[src/shared/iprr_pkg.sv]
package iprr_pkg;
    // request sources: index 0 is the non-maskable request, 1..14 the polled sources
    localparam int          NUM_SRC     = 15;
    localparam int          SRC_W       = 4;
    localparam int          NMI_IDX     = 0;
    localparam int          LAST_IDX    = 14;
    // priority levels: 0 lowest .. 3 highest, nmi sits above all of them
    localparam int          LVL_W       = 2;
    localparam logic [1:0]  LVL_TOP     = 2'h3;
    // level stack, one entry per nesting depth (four levels plus nmi)
    localparam int          DEPTH       = 5;
    localparam int          PTR_W       = 3;
    localparam logic [2:0]  PTR_RST     = 3'h0;
    localparam logic [3:0]  SRC_RST     = 4'h0;
    // active level code: 0 idle, maskable level plus one (1 to 4), 7 marks "nmi in service"
    localparam int          ACT_W       = 3;
    localparam logic [2:0]  ACT_IDLE    = 3'h0;
    localparam logic [2:0]  ACT_NMI     = 3'h7;
endpackage : iprr_pkg

[src/hw/iprr_resolver.sv]
`timescale 1ns/1ps
`default_nettype none
// Summary of operation
// - a routine in service is pre-empted only by a strictly higher level request
// - a routine at the highest level is pre-empted only by the nmi; an nmi routine is never pre-empted
// - among simultaneous requests the highest level goes to the cpu first
// - within one level a fixed polling order picks the winner
// - polling order: nmi first, then positions 1 to 14, 14 last
module iprr_resolver (
    input  wire logic                                   clk_in,
    input  wire logic                                   arst_n_in,
    input  wire logic [iprr_pkg::NUM_SRC-1:0]           req_in,
    input  wire logic [iprr_pkg::NUM_SRC*iprr_pkg::LVL_W-1:0] lvl_in,
    input  wire logic                                   ack_in,
    input  wire logic                                   ret_in,
    output logic                                        irq_out,
    output logic [iprr_pkg::SRC_W-1:0]                  src_out,
    output logic [iprr_pkg::ACT_W-1:0]                  act_lvl_out,
    output logic                                        busy_out
);
    import iprr_pkg::*;

    logic [ACT_W-1:0]         stack [DEPTH];
    logic [PTR_W-1:0]         ptr;
    logic [ACT_W-1:0]         cur;
    logic                     cand_v;
    logic [SRC_W-1:0]         cand_src;
    logic [ACT_W-1:0]         cand_lvl;
    logic                     next_irq;
    logic [ACT_W-1:0]         req_code [NUM_SRC];

    // per-source code: nmi above every maskable level, maskable levels offset by one
    genvar g;
    generate
        for (g = 0; g < NUM_SRC; g++) begin : g_code
            if (g == NMI_IDX) begin : g_nmi
                assign req_code[g] = ACT_NMI;
            end else begin : g_mask
                assign req_code[g] = {1'b0, lvl_in[g*LVL_W +: LVL_W]} + 3'h1;
            end
        end
    endgenerate

    // current level in service, idle when the stack is empty
    // the pointer names the next free entry, so the top of stack sits one below it
    assign cur = (ptr == PTR_RST) ? ACT_IDLE : stack[ptr - 3'h1];

    // highest code wins, ties go to the lowest poll index
    always_comb begin
        cand_v   = 1'b0;
        cand_src = SRC_RST;
        cand_lvl = ACT_IDLE;
        for (int i = LAST_IDX; i >= NMI_IDX; i--) begin
            if (req_in[i] && (!cand_v || req_code[i] >= cand_lvl)) begin
                cand_v   = 1'b1;
                cand_src = SRC_W'(i);
                cand_lvl = req_code[i];
            end
        end
    end

    // the acknowledge cycle offers nothing, so one request is never taken twice
    // strictly higher only; nmi in service admits nothing
    assign next_irq = cand_v && (cand_lvl > cur) && (cur != ACT_NMI) && !ack_in;

    // request to the cpu, registered
    always_ff @(posedge clk_in or negedge arst_n_in) begin
        if (!arst_n_in) begin
            irq_out <= 1'b0;
            src_out <= SRC_RST;
        end else begin
            irq_out <= next_irq;
            src_out <= next_irq ? cand_src : src_out;
        end
    end

    // level stack: push on acknowledge, pop on return
    always_ff @(posedge clk_in or negedge arst_n_in) begin
        if (!arst_n_in) begin
            ptr <= PTR_RST;
            for (int k = 0; k < DEPTH; k++) begin
                stack[k] <= ACT_IDLE;
            end
        end else if (ack_in && irq_out && ptr != PTR_W'(DEPTH)) begin
            stack[ptr] <= req_code[src_out];
            ptr        <= ptr + 3'h1;
        end else if (ret_in && ptr != PTR_RST) begin
            ptr <= ptr - 3'h1;
        end
    end

    // visible state
    always_ff @(posedge clk_in or negedge arst_n_in) begin
        if (!arst_n_in) begin
            act_lvl_out <= ACT_IDLE;
            busy_out    <= 1'b0;
        end else begin
            act_lvl_out <= cur;
            busy_out    <= (ptr != PTR_RST);
        end
    end

    // refused requests never reach the cpu: level not above the one in service
    property p_no_low_preempt;
        @(posedge clk_in) disable iff (!arst_n_in)
        (cand_v && cand_lvl <= cur) |=> !irq_out;
    endproperty
    a_no_low_preempt: assert property (p_no_low_preempt)
        else $error("pre-empt not higher");

    // the acknowledge cycle offers nothing, so a taken offer is withdrawn in the next cycle
    property p_ack_drop;
        @(posedge clk_in) disable iff (!arst_n_in)
        (ack_in && irq_out) |=> !irq_out;
    endproperty
    a_ack_drop: assert property (p_ack_drop)
        else $error("offer stood after acknowledge");

    // an nmi routine in service shuts out every request
    property p_nmi_locks;
        @(posedge clk_in) disable iff (!arst_n_in)
        (cur == ACT_NMI) |=> !irq_out;
    endproperty
    a_nmi_locks: assert property (p_nmi_locks)
        else $error("nmi routine pre-empted");

    // a routine at the top maskable level yields to no maskable request
    property p_top_locks;
        @(posedge clk_in) disable iff (!arst_n_in)
        (cur == ({1'b0, LVL_TOP} + 3'h1) && !req_in[NMI_IDX]) |=> !irq_out;
    endproperty
    a_top_locks: assert property (p_top_locks)
        else $error("top level routine pre-empted");

    // the nmi wins in every cycle without acknowledge while it is not already in service
    property p_nmi_first;
        @(posedge clk_in) disable iff (!arst_n_in)
        (req_in[NMI_IDX] && cur != ACT_NMI && !ack_in) |=>
            (irq_out && src_out == SRC_W'(NMI_IDX));
    endproperty
    a_nmi_first: assert property (p_nmi_first)
        else $error("nmi not chosen first");

    // no request pending, no offer
    property p_idle_quiet;
        @(posedge clk_in) disable iff (!arst_n_in)
        (req_in == '0) |=> !irq_out;
    endproperty
    a_idle_quiet: assert property (p_idle_quiet)
        else $error("offer without request");

    // the registered offer carries the winner of the cycle before
    property p_offer_src;
        @(posedge clk_in) disable iff (!arst_n_in)
        next_irq |=> (irq_out && src_out == $past(cand_src));
    endproperty
    a_offer_src: assert property (p_offer_src)
        else $error("offered source is not the winner");

    // each pending source against the winner: none higher, none polled earlier at equal level
    genvar h;
    generate
        for (h = 0; h < NUM_SRC; h++) begin : g_chk
            property p_top_wins;
                @(posedge clk_in) disable iff (!arst_n_in)
                (next_irq && req_in[h]) |-> req_code[h] <= cand_lvl;
            endproperty
            a_top_wins: assert property (p_top_wins)
                else $error("higher level passed over");

            property p_tie_poll;
                @(posedge clk_in) disable iff (!arst_n_in)
                (next_irq && req_in[h] && req_code[h] == cand_lvl) |-> cand_src <= SRC_W'(h);
            endproperty
            a_tie_poll: assert property (p_tie_poll)
                else $error("poll order broken");
        end
    endgenerate

    // an acknowledge pushes the level of the offered source
    property p_push;
        @(posedge clk_in) disable iff (!arst_n_in)
        (ack_in && irq_out && ptr != PTR_W'(DEPTH)) |=>
            (ptr == $past(ptr) + 3'h1) && (cur == $past(req_code[src_out]));
    endproperty
    a_push: assert property (p_push)
        else $error("acknowledge did not record level");

    // a full stack ignores further acknowledges
    property p_full_hold;
        @(posedge clk_in) disable iff (!arst_n_in)
        (ack_in && irq_out && ptr == PTR_W'(DEPTH)) |=> ptr == $past(ptr);
    endproperty
    a_full_hold: assert property (p_full_hold)
        else $error("push beyond full stack");

    // a return drops exactly one level
    property p_pop;
        @(posedge clk_in) disable iff (!arst_n_in)
        (ret_in && !(ack_in && irq_out) && ptr != PTR_RST) |=> ptr == $past(ptr) - 3'h1;
    endproperty
    a_pop: assert property (p_pop)
        else $error("return did not restore level");

    // a return with nothing in service is ignored
    property p_empty_ret;
        @(posedge clk_in) disable iff (!arst_n_in)
        (ret_in && !(ack_in && irq_out) && ptr == PTR_RST) |=> ptr == PTR_RST;
    endproperty
    a_empty_ret: assert property (p_empty_ret)
        else $error("return on empty stack moved pointer");

    // the pointer never leaves the stack
    property p_ptr_range;
        @(posedge clk_in) disable iff (!arst_n_in)
        ptr <= PTR_W'(DEPTH);
    endproperty
    a_ptr_range: assert property (p_ptr_range)
        else $error("stack pointer out of range");

    // visible level and busy flag follow the stack one cycle later
    property p_act_follow;
        @(posedge clk_in) disable iff (!arst_n_in)
        1'b1 |=> (act_lvl_out == $past(cur)) && (busy_out == ($past(ptr) != PTR_RST));
    endproperty
    a_act_follow: assert property (p_act_follow)
        else $error("visible level lags wrongly");

    // the last return brings the block back to idle
    property p_ret_idle;
        @(posedge clk_in) disable iff (!arst_n_in)
        (ret_in && !(ack_in && irq_out) && ptr == 3'h1) |=>
            ##1 (!busy_out && act_lvl_out == ACT_IDLE);
    endproperty
    a_ret_idle: assert property (p_ret_idle)
        else $error("last return did not reach idle");

    // main scenarios: nesting, nmi service, last return, sources 1 and 2 pending together, pre-emption taken
    c_nest:    cover property (@(posedge clk_in) disable iff (!arst_n_in) ptr == 3'h2);
    c_nmi:     cover property (@(posedge clk_in) disable iff (!arst_n_in) cur == ACT_NMI);
    c_ret:     cover property (@(posedge clk_in) disable iff (!arst_n_in) ret_in && ptr == 3'h1);
    c_tie:     cover property (@(posedge clk_in) disable iff (!arst_n_in)
                   next_irq && req_in[1] && req_in[2]);
    c_preempt: cover property (@(posedge clk_in) disable iff (!arst_n_in)
                   ack_in && irq_out && ptr != PTR_RST);
endmodule : iprr_resolver
`default_nettype wire

[config.mk]
export PLATFORM = sky130hd
export DESIGN_NAME = iprr_resolver
export DESIGN_NICKNAME = d
export VERILOG_FILES = /design/src/shared/iprr_pkg.sv /design/src/hw/iprr_resolver.sv
export SDC_FILE = /design/constraint.sdc
export NUM_CORES = 1
export LEC_CHECK = 0
export BUFFER_PORTS_ARGS = -buffer_cell sky130_fd_sc_hd__buf_4
export CORE_MARGIN = 5
export CORE_UTILIZATION = 50
export DETAILED_ROUTE_END_ITERATION = 10
export PLACE_DENSITY_LB_ADDON = 0.08
export SKIP_CTS_REPAIR_TIMING = 1
export SLEW_MARGIN = 10
export SYNTH_ARGS = -nofsm -noshare
export SYNTH_HDL_FRONTEND = slang
export SYNTH_SLANG_ARGS = --single-unit
[constraint.sdc]
create_clock -name clk_in -period 7.2 [get_ports clk_in]
set_input_delay 0.36 -clock clk_in [delete_from_list [all_inputs] [get_ports clk_in]]
set_output_delay 0.36 -clock clk_in [all_outputs]
set_load 0.1 [all_outputs]
==> results.md, run 1 <==
* Outcome: finished with violations
* Failing checks: hold timing, setup timing
* Via/cell ratio at 6.05
* Share of cells above drive strength 1 at 56.5%
* Placeable Area at 0.00718 sq mm
* Arrival time at the worst endpoint at 16.66 ns
* Antenna Cells at 0
* WHS at -0.0220 ns
* Post-DP HPWL at 9370 um
* Period utilisation layout at 229%
* # IOs at 58
* CTS tree: done
* Worst Path Required at 7.37 ns
* 1st-pass router iterations at 5
* Clock transition at path regs at 0.09 ns
* Max FO, Critical Path at 8
* Drt total wl at 13700 um
* Yosys reg bits at 27
* Place WS at -9.55 ns
* Global placement routability congestion at 0.923
* Skew-Pair Late Insertion Delay at 0.27 ns
* CP endpoint kind: register
* Via count at 4354
* Asr flop ratio synth at 100%
* R2r startpoint: ptr[0]
* CP max-delay cell: ha_1
* Slew @ Worst Pin at 0.925 ns
* Site Rows at 31
* DRC at 0
* Chip Width at 95.3 um
* Synth top area cells: ha_1 (20%), dfrtp_1 (19%), mux4_2 (7.4%)
* Vias in the first global route at 4011
* Initial antenna violation count at 0
* GRT Total Usage at 24.7%
* Reg2reg end: src_out[3]
* Crit start category: primary input
* Synthesized instance count at 428
* Initial drt markers at 277
* Cts bufs inserted at 3
* CTS Buffer Depth at 2
* Final #Nets at 730
* Die area at 0.00907 sq mm
* H-Tree Depth at 1
* Post-synth cell types at 52
* ANT nets after route at 0
* Reg2Reg Depth at 13
* CTS Root Cell: clkbuf_8
* Primary FF master, synth: dfrtp_1
* Routed len/inst at 19.1 um
* RSZ-0062 raised after global routing: yes
* Area Growth Syn to Fin at 67.6%
* Clk sinks at 27
* Synthesis Warnings at 0
* Yosys top cell by area: ha_1
* Mapped Area at 0.00363 sq mm
* R2r setup slk at 3.56 ns
* Final WS setup at -9.30 ns
* Die Height at 95.3 um
* Hold Violations, Final at 27
* Mapped Nets at 536
* Final slew viol count at 0
* Initial Utilization at 50.7%
* Minimum clock period at 16.50 ns
* Worst Hold Class: primary input to async pin
* Buffers on Ports at 55
* First-pass GRT wire length at 18200 um
* F_max at 60.6 MHz
* Critical path type: primary input to register
* Slew HR at 37.7%
* Sequential fraction of the synthesis area at 18.6%
* Overflow after GRT at 0
* Pin count of the biggest net entering global routing at 28
* Mean Syn Cell Area at 8.49 sq um
* Clock Skew at 0.00230 ns
* Yosys top cell area share at 20.3%
* Max Cap Viol at 0
* CP peak stage delay at 0.36 ns
* Commonest cells post-synth: ha_1 (59), nor2_1 (40), nand2_1 (38)
* Final Setup Violations at 5
* Count leader, synth: ha_1
* EDFF count, synth at 0
## final cells by class
cell class / instances / area, sq um
clock buffers: 4 / 45.0
fillers: 386 / 1080
inverters: 21 / 78.8
multi-input cells: 368 / 3610
flip-flops and latches: 27 / 676
well taps: 99 / 124
repair buffers: 201 / 1560
## critical path: cells and delay by family
family / cells / cell delay [ns]
AND/OR/NAND/NOR: 21 / 2.72
adder cells (fa/ha/maj): 14 / 3.52
multiplexers: 4 / 1.22
AO/OA/AOI/OAI: 43 / 7.58
buffers and inverters: 9 / 1.25
## cells by family after synthesis
group	count (synthesis)	synth area share (%)
AO/OA/AOI/OAI	128	23.1
XOR/XNOR	2	0.482
adder cells (fa/ha/maj)	59	20.3
buffers and inverters	33	3.55
flip-flops	27	18.6
multiplexers	36	14.7
AND/OR/NAND/NOR	143	19.2
## flip-flops by register name, indices dropped and copies added (netlist names)
| signal | cells |
|---|---|
| busy_out | 1 |
| src_out | 4 |
| irq_out | 1 |
| ptr | 3 |
| stack | 15 |
| act_lvl_out | 3 |
## placed cells by master (no fill, tap or decap), types with 4 or more instances in the layout
cell / Yosys / final
nor2_1: 40 / 32
mux2_4: 1 / 6
a31o_2: 4 / 4
nand3_1: 10 / 9
o21ai_1: 7 / 4
or3_1: 4 / 4
mux4_2: 12 / 12
ha_4: 0 / 17
o22ai_1: 5 / 4
a21oi_1: 33 / 16
a21oi_2: 0 / 14
buf_6: 0 / 7
nor2b_4: 0 / 4
mux2i_1: 7 / 7
nand2_2: 0 / 4
o21a_1: 4 / 4
o21ai_2: 0 / 11
mux2_2: 16 / 11
ha_1: 59 / 42
o21ai_4: 0 / 4
nor2_2: 0 / 4
nand2b_4: 0 / 10
nor2_4: 0 / 4
a211o_1: 4 / 4
buf_4: 0 / 192
nor3_1: 5 / 5
nor2b_2: 0 / 5
nor4_1: 5 / 5
nand2_1: 38 / 31
inv_1: 21 / 21
a211oi_2: 0 / 4
o21ai_0: 28 / 16
dfrtp_1: 27 / 27
a21o_1: 9 / 8
## worst max-delay path by stage
stage               start    endpoint  cells after the start
2_1_floorplan  lvl_in[28]  src_out[3]                     93
3_3_place_gp   lvl_in[26]  src_out[3]                     90
3_5_place_dp   lvl_in[28]  src_out[0]                     93
4_1_cts        lvl_in[28]  src_out[0]                     93
5_1_grt        req_in[14]  src_out[3]                     91
6_report       req_in[14]  src_out[3]                     91
## per-layer routing
metal	up-vias	GRT usage, %	wire length (um)
met3	63	3.00	814
met4	0	5.05	561
met5	-	0	0
li1	1996	-	-
met2	201	44.8	7280
met1	2094	31.3	5080
## through the flow
stage                     setup TNS (ns)  instances  utilization (%)  instance area, sq um  hold WS (ns)
after detailed placement          -47.37        696             74.0                  5310         0.285
after CTS                         -46.36        700             74.7                  5360      -0.00622
after global placement            -44.58        696             74.0                  5310         0.282
final                             -46.04        720             84.9                  6090       -0.0220
after global routing              -49.04        720             84.9                  6090       0.00414
after floorplan                   -42.74        428                -                  3900        0.0644
Power of run 1 is left out: the tool's default activity adds up to more than one toggle a clock period on the data nets, which glitch-free logic cannot reach.
==> run 2: changes to the inputs <==
- CORE_UTILIZATION: 50 -> 30
- HOLD_SLACK_MARGIN: unset -> 0.05
- SLEW_MARGIN: 10 -> 20
==> results.md, run 2 (synthesis results as in run 1) <==
* Routed len/inst at 15.2 um (-21%)
* CTS Root Cell: clkbuf_16
* GRT Total Usage at 15.2% (-9.5 points)
* Site Rows at 40 (+29%)
* Vias in the first global route at 3814 (-4.9%)
* Most frequent cells in the layout: buf_4 (192), ha_1 (43), nand2_1 (33), nor2_1 (33), dfrtp_1 (27)
* Final slew viol count at 0 (unchanged)
* Top flop regs: stack x15, src_out x4
* Hold Violations, Final at 0 (-100%)
* Cts bufs inserted at 3 (unchanged)
* Most common cell after layout, fill and taps aside: buf_4
* Post-DP HPWL at 9630 um (+2.8%)
* Period utilisation layout at 223% (-6.6 points)
* Crit start category: primary input
* Via/cell ratio at 5.06 (-16%)
* Pin count of the biggest net entering global routing at 28 (unchanged)
* Max reg flops at 15 (unchanged)
* R2r setup slk at 3.66 ns (+0.10 ns)
* Initial antenna violation count at 0 (unchanged)
* First-pass GRT wire length at 18300 um (+0.50%)
* CP endpoint kind: register
* Global placement routability congestion at 0.808 (-12%)
* Chip Width at 120 um (+26%)
* Most used cell, CP: ha_4
* Max FO, Critical Path at 7 (-1)
* Die area at 0.0144 sq mm (+59%)
* Critical path type: primary input to register
* Clock Skew at 0.00749 ns (+0.00519 ns)
* CTS tree: done
* Clock transition at path regs at 0.07 ns (-0.02 ns)
* Failing checks: setup timing
* Placed cell areas at 0.00540 sq mm (+1.6%)
* Antenna Cells at 0 (unchanged)
* Via count at 3880 (-11%)
* Minimum clock period at 16.02 ns (-0.478 ns)
* Overflow after GRT at 0 (unchanged)
* Slew HR at 45.0% (+7.2 points)
* Leak at 2.82 nW
* Initial Utilization at 30.4% (-20 points)
* CTS Buffer Depth at 2 (unchanged)
* Slew @ Worst Pin at 0.818 ns (-0.108 ns)
* Final Setup Violations at 5 (unchanged)
* Share of cells above drive strength 1 at 53.1% (-3.5 points)
* Final #Nets at 729 (-0.14%)
* ANT nets after route at 0 (unchanged)
* DRC at 0 (unchanged)
* RSZ-0062 raised after global routing: yes
* 1st-pass router iterations at 4 (-1)
* Arrival time at the worst endpoint at 16.17 ns (-0.49 ns)
* H-Tree Depth at 1 (unchanged)
* Placeable Area at 0.0120 sq mm (+67%)
* Outcome: finished with violations
* Worst Path Required at 7.35 ns (-0.02 ns)
* Clk sinks at 27 (unchanged)
* Pwr Density at 552 mW/mm^2
* Die Height at 120 um (+26%)
* Buffers on Ports at 55 (unchanged)
* Drt total wl at 11600 um (-15%)
* Max IR drop VDD at 210 uV
* F_max at 62.4 MHz (+3.0%)
* Area Growth Syn to Fin at 66.3%
* CP max-delay cell: mux2_4
* Worst Hold Class: primary input to register
* Final instance area at 0.00604 sq mm (-0.82%)
* Initial drt markers at 122 (-56%)
* Max Cap Viol at 0 (unchanged)
* Place WS at -9.67 ns (-0.117 ns)
* Reg with most FFs: stack
* CP peak stage delay at 0.33 ns (-0.03 ns)
* Final WS setup at -8.82 ns (+0.478 ns)
* Skew-Pair Late Insertion Delay at 0.26 ns (about the same)
* # IOs at 58 (unchanged)
-- run 2: cell types whose count changed in the layout (fill, tap and decap cells not counted), sizes merged --
cell,before,now
buf,201,199
clkbuf,4,3
dlygate4sd3,0,1
inv,21,22
-- run 2: where the power goes --
part	internal, mW	switching (mW)
clock	0.0768	0.0529
sequential	0.221	0.0828
combinational	1.56	1.34
total	1.86	1.47
-- run 2: through the flow --
step	setup TNS [ns]	std cells	hold WS (ns)	utilization (%)	power, mW
3_5_place_dp	-48.01	746	0.295	45.1	2.69
4_1_cts	-47.02	750	0.0111	45.8	2.84
3_3_place_gp	-46.31	746	0.293	45.1	2.65
6_report	-43.38	767	0.327	50.5	3.33
2_1_floorplan	-42.74	428	0.0644	-	1.81
5_1_grt	-47.66	767	0.343	50.5	3.67
-- run 2: path summary, 6_finish.rpt --
check / end / startpoint / cells after the start
hold reg to reg: stack[3] / stack[3] / 2
setup reg to reg: src_out[3] / ptr[0] / 13
setup / recovery: src_out[3] / lvl_in[28] / 88
hold / removal: src_out[0] / req_in[0] / 2
min in group asynchronous: stack[2] / arst_n_in / 2
max in group asynchronous: act_lvl_out[0] / arst_n_in / 2
-- run 2: layout make-up --
cell class / count / area, sq um
sequential: 27 / 676
inverter: 21 / 78.8
timing repair buffer: 200 / 1540
clock buffer: 3 / 75.1
clock inverter: 1 / 8.76
tap: 147 / 184
multi-input combinational: 368 / 3480
fill: 1152 / 5920
-- run 2: critical path: cells and delay by family --
kind / cells / cell delay (ns)
adders and majority gates: 14 / 3.38
AOI/OAI and AO/OA: 43 / 7.79
buffers and inverters: 4 / 0.61
and+or+nand+nor: 23 / 2.75
muxes: 4 / 1.25
-- run 2: layer usage --
| metal | GRT usage [%] | part of all wire, % |
|---|---|---|
| met5 | 0 | 0 |
| met1 | 20.8 | 47 |
| met2 | 26.3 | 49 |
| met3 | 1.60 | 3.4 |
| met4 | 2.29 | 0.90 |
No activity file was read; power rests on OpenSTA's default activity.
